[src/core/acc_defs.svh]
/*
 Comparator control constants: register offsets, bit positions, reset values.
 Assumes inclusion by bare name from design files.
*/
`ifndef ACC_DEFS_SVH
`define ACC_DEFS_SVH

`define ACC_OFF_CONV_B      8'h00
`define ACC_OFF_CTRL        8'h04
`define ACC_OFF_PIN_DIS     8'h08
`define ACC_OFF_CONV_A      8'h0C
`define ACC_OFF_CHAN_SEL    8'h10

`define ACC_BIT_MUX_BORROW  6
`define ACC_BIT_DISABLE     7
`define ACC_BIT_BANDGAP     6
`define ACC_BIT_OUT         5
`define ACC_BIT_FLAG        4
`define ACC_BIT_IE          3
`define ACC_BIT_CAPTURE     2
`define ACC_BIT_CONV_EN     7

`define ACC_RST_CTRL        8'h00
`define ACC_RST_CONV_B      8'h00
`define ACC_RST_PIN_DIS     2'h0
`define ACC_RST_CONV_A      8'h00
`define ACC_RST_CHAN_SEL    3'h0

`endif

[src/core/acc_pkg.sv]
/*
 Comparator control types.
 Assumes nothing beyond a SystemVerilog compiler.
*/
package acc_pkg;
    typedef enum logic [1:0] {
        ACC_MODE_TOGGLE = 2'h0,
        ACC_MODE_RSVD   = 2'h1,
        ACC_MODE_FALL   = 2'h2,
        ACC_MODE_RISE   = 2'h3
    } acc_mode_t;
endpackage

[src/core/acc_sync.sv]
/*
 Two-flop synchroniser for the comparator output.
 Assumes an asynchronous input and a single clock.
*/
`timescale 1ns/1ps
module acc_sync (
    input  wire logic hclk,
    input  wire logic hresetn,
    input  wire logic async_in,
    output logic      sync_out
);
    logic meta_r;
    logic sync_r;

    // First flop feeds only the second
    always_ff @(posedge hclk or negedge hresetn) begin
        if (!hresetn) begin
            meta_r <= 1'b0;
            sync_r <= 1'b0;
        end else begin
            meta_r <= async_in;
            sync_r <= meta_r;
        end
    end

    assign sync_out = sync_r;
endmodule // acc_sync

[src/core/acc_core.sv]
/*
 Comparator control logic with an AHB-Lite register slave.
 Assumes analog core, pins and timer front end outside; one clock hclk.
*/
// Operation
// Borrow on, converter off: channel selects negative
// Otherwise negative pin feeds negative input
// Borrow bit is bit 6 of control B
// Disable bit 7 powers comparator down
// Software masks interrupt before toggling disable
// Bandgap bit 6 selects positive reference
// Output synchronised, one to two cycles
// Selected output event sets flag bit 4
// Request needs flag, enable, global enable
// Vector taken clears the flag
// Writing one clears flag, zero keeps
// Enable bit 3 gates the interrupt
// Capture bit 2 routes output to timer
// Capture bit clear disconnects timer input
// Software sets timer capture enable too
// Mode: toggle, reserved, falling, rising
// Software masks interrupt before mode change
// Input disable bits gate pin buffers
// Software disables unused digital buffers
// Converter on only while enable set
// Edges from current and previous samples
// Upper disable bits read zero
`timescale 1ns/1ps
`include "acc_defs.svh"
module acc_core #(
    parameter int CHANNELS = 8
) (
    input  wire logic        hclk,
    input  wire logic        hresetn,
    input  wire logic        hsel,
    input  wire logic [31:0] haddr,
    input  wire logic [1:0]  htrans,
    input  wire logic        hwrite,
    input  wire logic [2:0]  hsize,
    input  wire logic [31:0] hwdata,
    input  wire logic        hready,
    output logic      [31:0] hrdata,
    output logic             hreadyout,
    output logic             hresp,
    input  wire logic        comparator_raw,
    input  wire logic        global_int_enable,
    input  wire logic        vector_taken,
    input  wire logic [1:0]  pin_digital_in,
    output logic             comparator_power_off,
    output logic             positive_use_bandgap,
    output logic             negative_use_channel,
    output logic      [2:0]  negative_channel,
    output logic             timer_capture_in,
    output logic             timer_capture_sel,
    output logic             comparator_irq,
    output logic      [1:0]  pin_buffer_enable,
    output logic      [1:0]  pin_digital_value
);
    logic [7:0] ctrl_r, ctrl_nxt;
    logic [7:0] conv_b_r, conv_b_nxt;
    logic [7:0] conv_a_r, conv_a_nxt;
    logic [2:0] chan_r, chan_nxt;
    logic [1:0] pin_dis_r, pin_dis_nxt;
    logic       flag_r, flag_nxt;
    logic       prev_r, prev_nxt;
    logic       wr_pend_r, wr_pend_nxt;
    logic [7:0] wr_addr_r, wr_addr_nxt;
    logic [31:0] hrdata_nxt;
    logic       cmp_sync;
    logic       evt;
    logic       wr_go;
    logic       rd_go;
    logic       converter_on;
    acc_pkg::acc_mode_t mode;

    function automatic logic edge_hit(input acc_pkg::acc_mode_t m,
                                      input logic cur, input logic prv);
        unique case (m)
            acc_pkg::ACC_MODE_TOGGLE: edge_hit = cur ^ prv;
            acc_pkg::ACC_MODE_RSVD:   edge_hit = 1'b0;
            acc_pkg::ACC_MODE_FALL:   edge_hit = prv & ~cur;
            acc_pkg::ACC_MODE_RISE:   edge_hit = cur & ~prv;
        endcase
    endfunction

    acc_sync u_sync (
        .hclk     (hclk),
        .hresetn  (hresetn),
        .async_in (comparator_raw),
        .sync_out (cmp_sync)
    );

    assign mode  = acc_pkg::acc_mode_t'(ctrl_r[1:0]);
    assign evt   = edge_hit(mode, cmp_sync, prev_r);
    assign wr_go = hsel & hready & htrans[1] & hwrite;
    assign rd_go = hsel & hready & htrans[1] & ~hwrite;
    assign converter_on = conv_a_r[`ACC_BIT_CONV_EN];

    logic       ctrl_wr;

    assign ctrl_wr = wr_pend_r & (wr_addr_r == `ACC_OFF_CTRL);

    // Bus group: a write is only an address until its data phase follows
    always_comb begin
        wr_pend_nxt = wr_go;
        wr_addr_nxt = wr_go ? haddr[7:0] : wr_addr_r;
        hrdata_nxt  = 32'h0000_0000;
        if (rd_go) begin
            unique case (haddr[7:0])
                `ACC_OFF_CTRL:     hrdata_nxt = {24'h00_0000, ctrl_r[7:6], cmp_sync,
                                                 flag_r, ctrl_r[3:0]};
                `ACC_OFF_CONV_B:   hrdata_nxt = {24'h00_0000, conv_b_r};
                `ACC_OFF_CONV_A:   hrdata_nxt = {24'h00_0000, conv_a_r};
                `ACC_OFF_CHAN_SEL: hrdata_nxt = {29'h0000_0000, chan_r};
                `ACC_OFF_PIN_DIS:  hrdata_nxt = {30'h0000_0000, pin_dis_r};
                default:           hrdata_nxt = 32'h0000_0000;
            endcase
        end
    end

    always_ff @(posedge hclk or negedge hresetn) begin
        if (!hresetn) begin
            wr_pend_r <= 1'b0;
            wr_addr_r <= 8'h00;
            hrdata    <= 32'h0000_0000;
        end else begin
            wr_pend_r <= wr_pend_nxt;
            wr_addr_r <= wr_addr_nxt;
            hrdata    <= hrdata_nxt;
        end
    end

    // Register group: write data lands one cycle after the address phase
    always_comb begin
        ctrl_nxt    = ctrl_r;
        conv_b_nxt  = conv_b_r;
        conv_a_nxt  = conv_a_r;
        chan_nxt    = chan_r;
        pin_dis_nxt = pin_dis_r;
        if (wr_pend_r) begin
            unique case (wr_addr_r)
                // Output and flag bits are never stored from the bus
                `ACC_OFF_CTRL:     ctrl_nxt    = {hwdata[7:6], 2'b00, hwdata[3:0]};
                `ACC_OFF_CONV_B:   conv_b_nxt  = hwdata[7:0];
                `ACC_OFF_CONV_A:   conv_a_nxt  = hwdata[7:0];
                `ACC_OFF_CHAN_SEL: chan_nxt    = hwdata[2:0];
                `ACC_OFF_PIN_DIS:  pin_dis_nxt = hwdata[1:0];
                default: ;
            endcase
        end
    end

    always_ff @(posedge hclk or negedge hresetn) begin
        if (!hresetn) begin
            ctrl_r    <= `ACC_RST_CTRL;
            conv_b_r  <= `ACC_RST_CONV_B;
            conv_a_r  <= `ACC_RST_CONV_A;
            chan_r    <= `ACC_RST_CHAN_SEL;
            pin_dis_r <= `ACC_RST_PIN_DIS;
        end else begin
            ctrl_r    <= ctrl_nxt;
            conv_b_r  <= conv_b_nxt;
            conv_a_r  <= conv_a_nxt;
            chan_r    <= chan_nxt;
            pin_dis_r <= pin_dis_nxt;
        end
    end

    // Flag group: the set wins over any clear in the same cycle
    always_comb begin
        prev_nxt = cmp_sync;
        flag_nxt = flag_r;
        if (ctrl_wr && hwdata[`ACC_BIT_FLAG]) begin
            flag_nxt = 1'b0;
        end
        if (vector_taken) begin
            flag_nxt = 1'b0;
        end
        if (evt) begin
            flag_nxt = 1'b1;
        end
    end

    always_ff @(posedge hclk or negedge hresetn) begin
        if (!hresetn) begin
            flag_r <= 1'b0;
            prev_r <= 1'b0;
        end else begin
            flag_r <= flag_nxt;
            prev_r <= prev_nxt;
        end
    end

    // Zero-wait slave, always OKAY
    assign hreadyout = 1'b1;
    assign hresp     = 1'b0;

    assign comparator_power_off = ctrl_r[`ACC_BIT_DISABLE];
    assign positive_use_bandgap = ctrl_r[`ACC_BIT_BANDGAP];
    assign negative_use_channel = conv_b_r[`ACC_BIT_MUX_BORROW] & ~converter_on;
    assign negative_channel     = negative_use_channel ? chan_r : 3'h0;
    assign timer_capture_sel    = ctrl_r[`ACC_BIT_CAPTURE];
    // Gated to zero while capture bit 2 is clear so the timer sees no comparator activity
    assign timer_capture_in     = ctrl_r[`ACC_BIT_CAPTURE] & cmp_sync;
    assign comparator_irq       = flag_r & ctrl_r[`ACC_BIT_IE] & global_int_enable;
    assign pin_buffer_enable    = ~pin_dis_r;
    assign pin_digital_value    = pin_digital_in & ~pin_dis_r;
endmodule // acc_core

[config.mk]
export PLATFORM = sky130hd
export DESIGN_NAME = acc_core
export DESIGN_NICKNAME = d
export VERILOG_FILES = /design/src/core/acc_pkg.sv /design/src/core/acc_sync.sv /design/src/core/acc_core.sv
export VERILOG_INCLUDE_DIRS = /design/src /design/src/core
export SDC_FILE = /design/constraint.sdc
export NUM_CORES = 1
export LEC_CHECK = 0
export BUFFER_PORTS_ARGS = -buffer_cell sky130_fd_sc_hd__buf_4
export CAP_MARGIN = 30
export CORE_ASPECT_RATIO = 0.9
export CORE_UTILIZATION = 45
export CTS_CLUSTER_SIZE = 12
export DETAILED_ROUTE_END_ITERATION = 6
export HOLD_SLACK_MARGIN = 0.06
export PLACE_DENSITY = 0.86
export SLEW_MARGIN = 20
export SYNTH_ARGS = -nofsm -noshare
export SYNTH_HDL_FRONTEND = slang
export SYNTH_SLANG_ARGS = --single-unit
[constraint.sdc]
create_clock -name hclk -period 2.18 [get_ports hclk]
set_input_delay 0.436 -clock hclk [delete_from_list [all_inputs] [get_ports hclk]]
set_output_delay 0.436 -clock hclk [all_outputs]
set_load 0.01 [all_outputs]
==> results.md, run 1 <==
- Port Buffers: 47
- Fmax: 579 MHz
- Multiplexer area fraction after synthesis: 21.8%
- Vias per cell: 5.04
- Largest family of logic cells by synthesized area: multiplexers
- Cell Area, Synth: 2370 sq um
- Synth Flop Type: dfrtp_1
- Status: complete, no violations
- Post-Synth Adder-Cell Area: 1.06%
- Async set-or-reset flop fraction in the synthesized netlist: 100%
- Setup violators final: 0
- Largest net degree at the start of global routing: 49
- Vias in the first global route: 1540
- Worst Skew: 0.00746 ns
- PD cells: 683 nW/um^2
- Simple logic cell fraction of the synthesized area: 11.8%
- Period utilisation layout: 79.2%
- HP Class: in -> async
- Clock slew at reported path FFs: 0.09 ns
- Final min period: 1.73 ns
- Ports: 126
- Final TNS setup: 0 ns
- H-tree levels: 2
- Crit. End Element: flop
- Xor/xnor share of the synthesized area: 0%
- Synth area leaders: dfrtp_1 51%, mux2_2 17%, buf_4 8.6%
- DRC viols: 0
- Initial DRT Pass Iterations: 6
- Peak supply drop: 0.000392 V
- Critical-path maximum fanout: 8
- Worst-margin pin slew: 0.588 ns
- Clock root buffer: clkbuf_8
- Initial antenna violation count: 0
- Synth warn: 0
- Fin nets: 318
- Post-synthesis sequential area ratio: 50.7%
- Average size of a mapped cell: 12.4 sq um
- Netlist cell types: 32
- Initial Util: 47.8%
- Gate Count Post-Synth: 191
- Top-area cell type share of the netlist area: 50.7%
- Clock Sinks: 48
- Slowest Stage Delay on Critical Path: 0.51 ns
- Area growth from synthesis to layout: 16.4%
- TritonCTS buffer count: 5
- Top cells by count, synth: 48 x dfrtp_1, 36 x mux2_2, 27 x buf_4
- CTS tree: yes
- Number of synthesized register bits: 48
- Type of origin of the critical path: flop
- Global-route wire length before repair: 7.38 mm
- Detailed-route wire length: 4.37 mm
- Pins Over Slew Limit: 0
- RePlAce Congestion: 0.726
- RSZ-0062 raised after global routing: false
- Worst-path cell chain: nor4_4 > and4b_1 > mux2_2
- Maxcap violations: 0
- Yosys top cell by area: dfrtp_1
- Wire per inst: 14.4 um
- FP Rows: 24
- Final ANT Viol Nets: 0
- Die height: 70.8 um
- Slowest stage cell, crit path: and4b_1
- Post-synthesis compound-gate area fraction: 3.59%
- Post-CTS Setup Bufs: 0
- DIE WIDTH: 78.5 um
- Initial DRC count: 94
- Final Hold Viols: 0
- Total Routing Usage GR: 17.3%
- Leak: 1.41 nW
- Hold-fix buffers, CTS: 0
- Die area: 5560 sq um
- Clock Tree Buf Depth: 2
- Post-synth EDFFs: 0
- Post-DP HPWL: 3.12 mm
- Most common cell in the netlist: dfrtp_1
- CP Data Required Time: 2.36 ns
- CTS-repair resized insts: 0
- CP Class: reg -> reg
- Diode count: 0
- Layout cells sized above 1: 39.1%
- Relative max-transition margin: 60.8%
- Pwr Total: 0.00188 W
- DR vias: 1526
- Total gr overflow: 0
- Clock latency on the worst-skew pair: 0.30 ns
- Core box area: 4950 sq um
- Critical Path AT: 1.91 ns
flip-flops by register name, indices dropped and copies added (netlist names), 2 cells and up:
register   flops
wr_addr_r      8
conv_b_r       8
chan_r         3
hrdata         8
ctrl_r         6
pin_dis_r      2
conv_a_r       8
path summary, 6_finish.rpt:
kind / from / end / slack [ns] / cells past startpoint
max reg2reg: wr_addr_r[1] / conv_a_r[3] / 0.45 / 3
min reg2reg: u_sync.meta_r / u_sync.sync_out / 0.36 / 0
min: hresetn / wr_addr_r[2] / 0.13 / 1
max: wr_addr_r[1] / conv_a_r[3] / 0.45 / 3
max in group asynchronous: hresetn / conv_a_r[6] / 1.64 / 1
min in group hclk: comparator_raw / u_sync.meta_r / 0.25 / 1
area by class of cell:
class	count	area [sq um]
inverters	5	18.8
clock buffers	8	90.1
well taps	65	81.3
flip-flops and latches	48	1200
fillers	426	2200
repair buffers	48	360
multi-input cells	129	1000
placed cells by master, fill, tap and decap left out, types with 3 or more instances in the layout:
cell | synthesis | routed
nand3_1 | 5 | 5
and3b_1 | 3 | 3
mux2_2 | 36 | 36
inv_1 | 5 | 5
mux2i_1 | 11 | 11
clkbuf_8 | 0 | 6
dfrtp_1 | 48 | 48
nor2_1 | 4 | 4
and2_1 | 9 | 9
o21ai_0 | 8 | 8
buf_4 | 27 | 48
conb_1 | 2 | 26
nor2b_1 | 3 | 3
cell families (layout without fill, tap and decap cells):
group           count (synthesis)  after routing
flops                          48             48
fa+ha+maj                       2              2
simple gates                   41             41
buf+inv                        38             61
mux                            47             47
compound gates                 13             13
other cells                     2             26
metal layers:
layer | vias up | track usage (%) | wire [um]
li1 | 703 | - | -
met5 | - | 0 | 0
met2 | 55 | 29.0 | 2130
met4 | 0 | 5.56 | 60
met1 | 762 | 22.2 | 1910
met3 | 6 | 3.87 | 270
critical path, delay by kind of cell (launching register included):
family / cells / cell delay (ns)
flip-flops: 1 / 0.42
AND/OR/NAND/NOR: 2 / 0.81
multiplexers: 1 / 0.39
power breakdown:
group	total, W	leakage, nW	internal, W	switching, W
clock	0.000535	0.0455	0.000259	0.000276
combinational	0.000303	0.749	0.000164	0.000139
sequential	0.00104	0.613	0.000977	0.0000670
total	0.00188	1.41	0.00140	0.000482
through the flow:
stage / hold slack, ns / instance area (sq um) / utilization (%) / std cells / setup WS [ns]
2_1_floorplan: 0.140 / 2460 / - / 215 / 0.611
3_3_place_gp: 0.333 / 2670 / 53.8 / 295 / 0.493
4_1_cts: 0.155 / 2760 / 55.6 / 303 / 0.445
6_report: 0.135 / 2760 / 55.6 / 303 / 0.454
5_1_grt: 0.195 / 2760 / 55.6 / 303 / 0.376
3_5_place_dp: 0.347 / 2670 / 53.8 / 295 / 0.460
Note: power is estimated with default switching activity, not from simulation.
==> run 2: changes to the inputs <==
- clock period: 2.18 -> 1.6 ns (I/O delays scaled with it)
==> run 2 against run 1 <==
The flow now finishes with violations (negative setup slack). Design area increased by 3.7%. Clock-buffer cell count down 2. Die area unchanged. Power increased by 40%. Critical path depth is 1 higher. Routed wire length up 4.7%. Non-clock buffer count up 5. Via count hardly changed. Combinational power is 44% higher. Sequential power rose by 37%. Sequential cell count did not move. Critical endpoint unchanged.
==> results.md, run 2 (same netlist as run 1, synthesis figures left out) <==
- Layout cells sized above 1: 41.6%
- FP Rows: 24
- Worst slack at placement: -0.0737 ns
- Die height: 70.8 um
- RePlAce Congestion: 0.755
- CP Class: reg -> reg
- DR vias: 1527
- DIE WIDTH: 78.5 um
- Min-Delay Path Depth: 1
- Maxcap violations: 0
- Final setup margin: -0.0327 ns
- Total Routing Usage GR: 18.1%
- Final ANT Viol Nets: 0
- Filler instances: 419
- CTS tree: yes
- Pins Over Slew Limit: 0
- FF-to-FF path depth: 4
- Core box area: 4950 sq um
- Final Hold Viols: 0
- RSZ-0062 raised after global routing: true
- Clock root buffer: clkbuf_8
- Failing checks: negative setup slack
- Worst Skew: 0.00468 ns
- Vias per cell: 4.96
- Diode count: 0
- Most common cell after layout, fill and taps aside: buf_4
- Peak supply drop: 0.000499 V
- DRC viols: 0
- Clock Sinks: 48
- Worst Hold End: u_sync.meta_r
- Area growth from synthesis to layout: 20.7%
- Fin nets: 323
- Wire per inst: 14.9 um
- R2r startpoint: wr_addr_r[1]
- Hold path startpoint: comparator_raw
- Total gr overflow: 0
- DP Cell Count: 298
- Clock latency on the worst-skew pair: 0.31 ns
- Die area: 5560 sq um
- Worst r2r dst: conv_a_r[3]
- H-tree levels: 2
- Largest net degree at the start of global routing: 49
- Clock slew at reported path FFs: 0.09 ns
- Global-route wire length before repair: 7.53 mm
- Initial antenna violation count: 0
- Final min period: 1.63 ns
- Ports: 126
- PD cells: 920 nW/um^2
- Critical-path maximum fanout: 5
- HP Class: in -> reg
- Type of origin of the critical path: flop
- Setup violators final: 9
- Period utilisation layout: 102%
- Detailed-route wire length: 4.58 mm
- Post-route non-filler standard cell count: 308
- Vias in the first global route: 1538
- Critical Path AT: 1.83 ns
- Fmax: 612 MHz
- Post-DP HPWL: 3.20 mm
- Slack of the worst reg-to-reg path: -0.03 ns
- TritonCTS buffer count: 5
- Initial Util: 47.8%
- Leak: 1.45 nW
- Status: complete, but fails checks
- Crit. End Element: flop
- Port Buffers: 47
- Relative max-transition margin: 59.3%
- CP Data Required Time: 1.80 ns
- Worst-margin pin slew: 0.611 ns
- Initial DRT Pass Iterations: 4
- Clock Tree Buf Depth: 2
- Initial DRC count: 73
- Most frequent cells in the layout: 50 x buf_4, 48 x dfrtp_1, 28 x mux2_2, 26 x conb_1, 11 x mux2i_1
-- run 2: area by class of cell --
class / instances / area [sq um] / share of cell area (%)
flip-flops and latches: 48 / 1200 / 42.0
clock inverters: 2 / 15.0 / 0.526
inverters: 5 / 18.8 / 0.657
repair buffers: 53 / 408 / 14.3
clock buffers: 6 / 82.6 / 2.89
multi-input cells: 129 / 1050 / 36.7
well taps: 65 / 81.3 / 2.85
-- run 2: through the flow --
step | total power, W | hold WS (ns) | setup TNS [ns] | instance area [sq um] | util (%)
floorplan | 0.00172 | 0.0244 | 0 | 2460 | -
global placement | 0.00184 | 0.332 | -0.368 | 2690 | 54.2
detailed placement | 0.00186 | 0.346 | -0.957 | 2690 | 54.2
CTS | 0.00264 | 0.108 | -0.408 | 2840 | 57.2
global route | 0.00276 | 0.0999 | -1.04 | 2860 | 57.7
finish | 0.00263 | 0.114 | -0.190 | 2860 | 57.7
-- run 2: power by group --
group	internal (W)	switching, W
clock	0.000350	0.000418
sequential	0.00133	0.0000933
combinational	0.000240	0.000197
total	0.00192	0.000709
-- run 2: timing repair --
item,in CTS,in global routing
gates resized for setup,9,5
setup buffers,1,0
hold endpoints to repair,48,0
endpoints found under the setup margin,25,20
pin swaps,2,2
hold buffers,1,0
-- run 2: how the worst max path moves through the flow --
| stage | from | to | depth (start not counted) |
|---|---|---|---|
| floorplan | wr_addr_r[1] | conv_a_r[0] | 4 |
| detailed placement | wr_addr_r[1] | conv_a_r[3] | 4 |
| global route | wr_addr_r[1] | conv_a_r[7] | 4 |
| finish | wr_addr_r[1] | conv_a_r[3] | 4 |
| global placement | wr_addr_r[1] | conv_a_r[6] | 4 |
| CTS | wr_addr_r[7] | conv_a_r[4] | 4 |
-- run 2: per-layer routing --
metal  track usage (%)  vias to the layer above  wire length, um
met2              30.0                       43             2230
met3              4.90                        8              217
met5                 0                        -                0
met4              6.79                        0               62
met1              22.7                      761             2070
li1                  -                      715                -
-- run 2: critical path, cell delays in order, from the launching register on --
cell     delay (ns)
dfrtp_1        0.41
nor4_4         0.35
and4b_2        0.32
buf_6          0.15
mux2_4         0.30
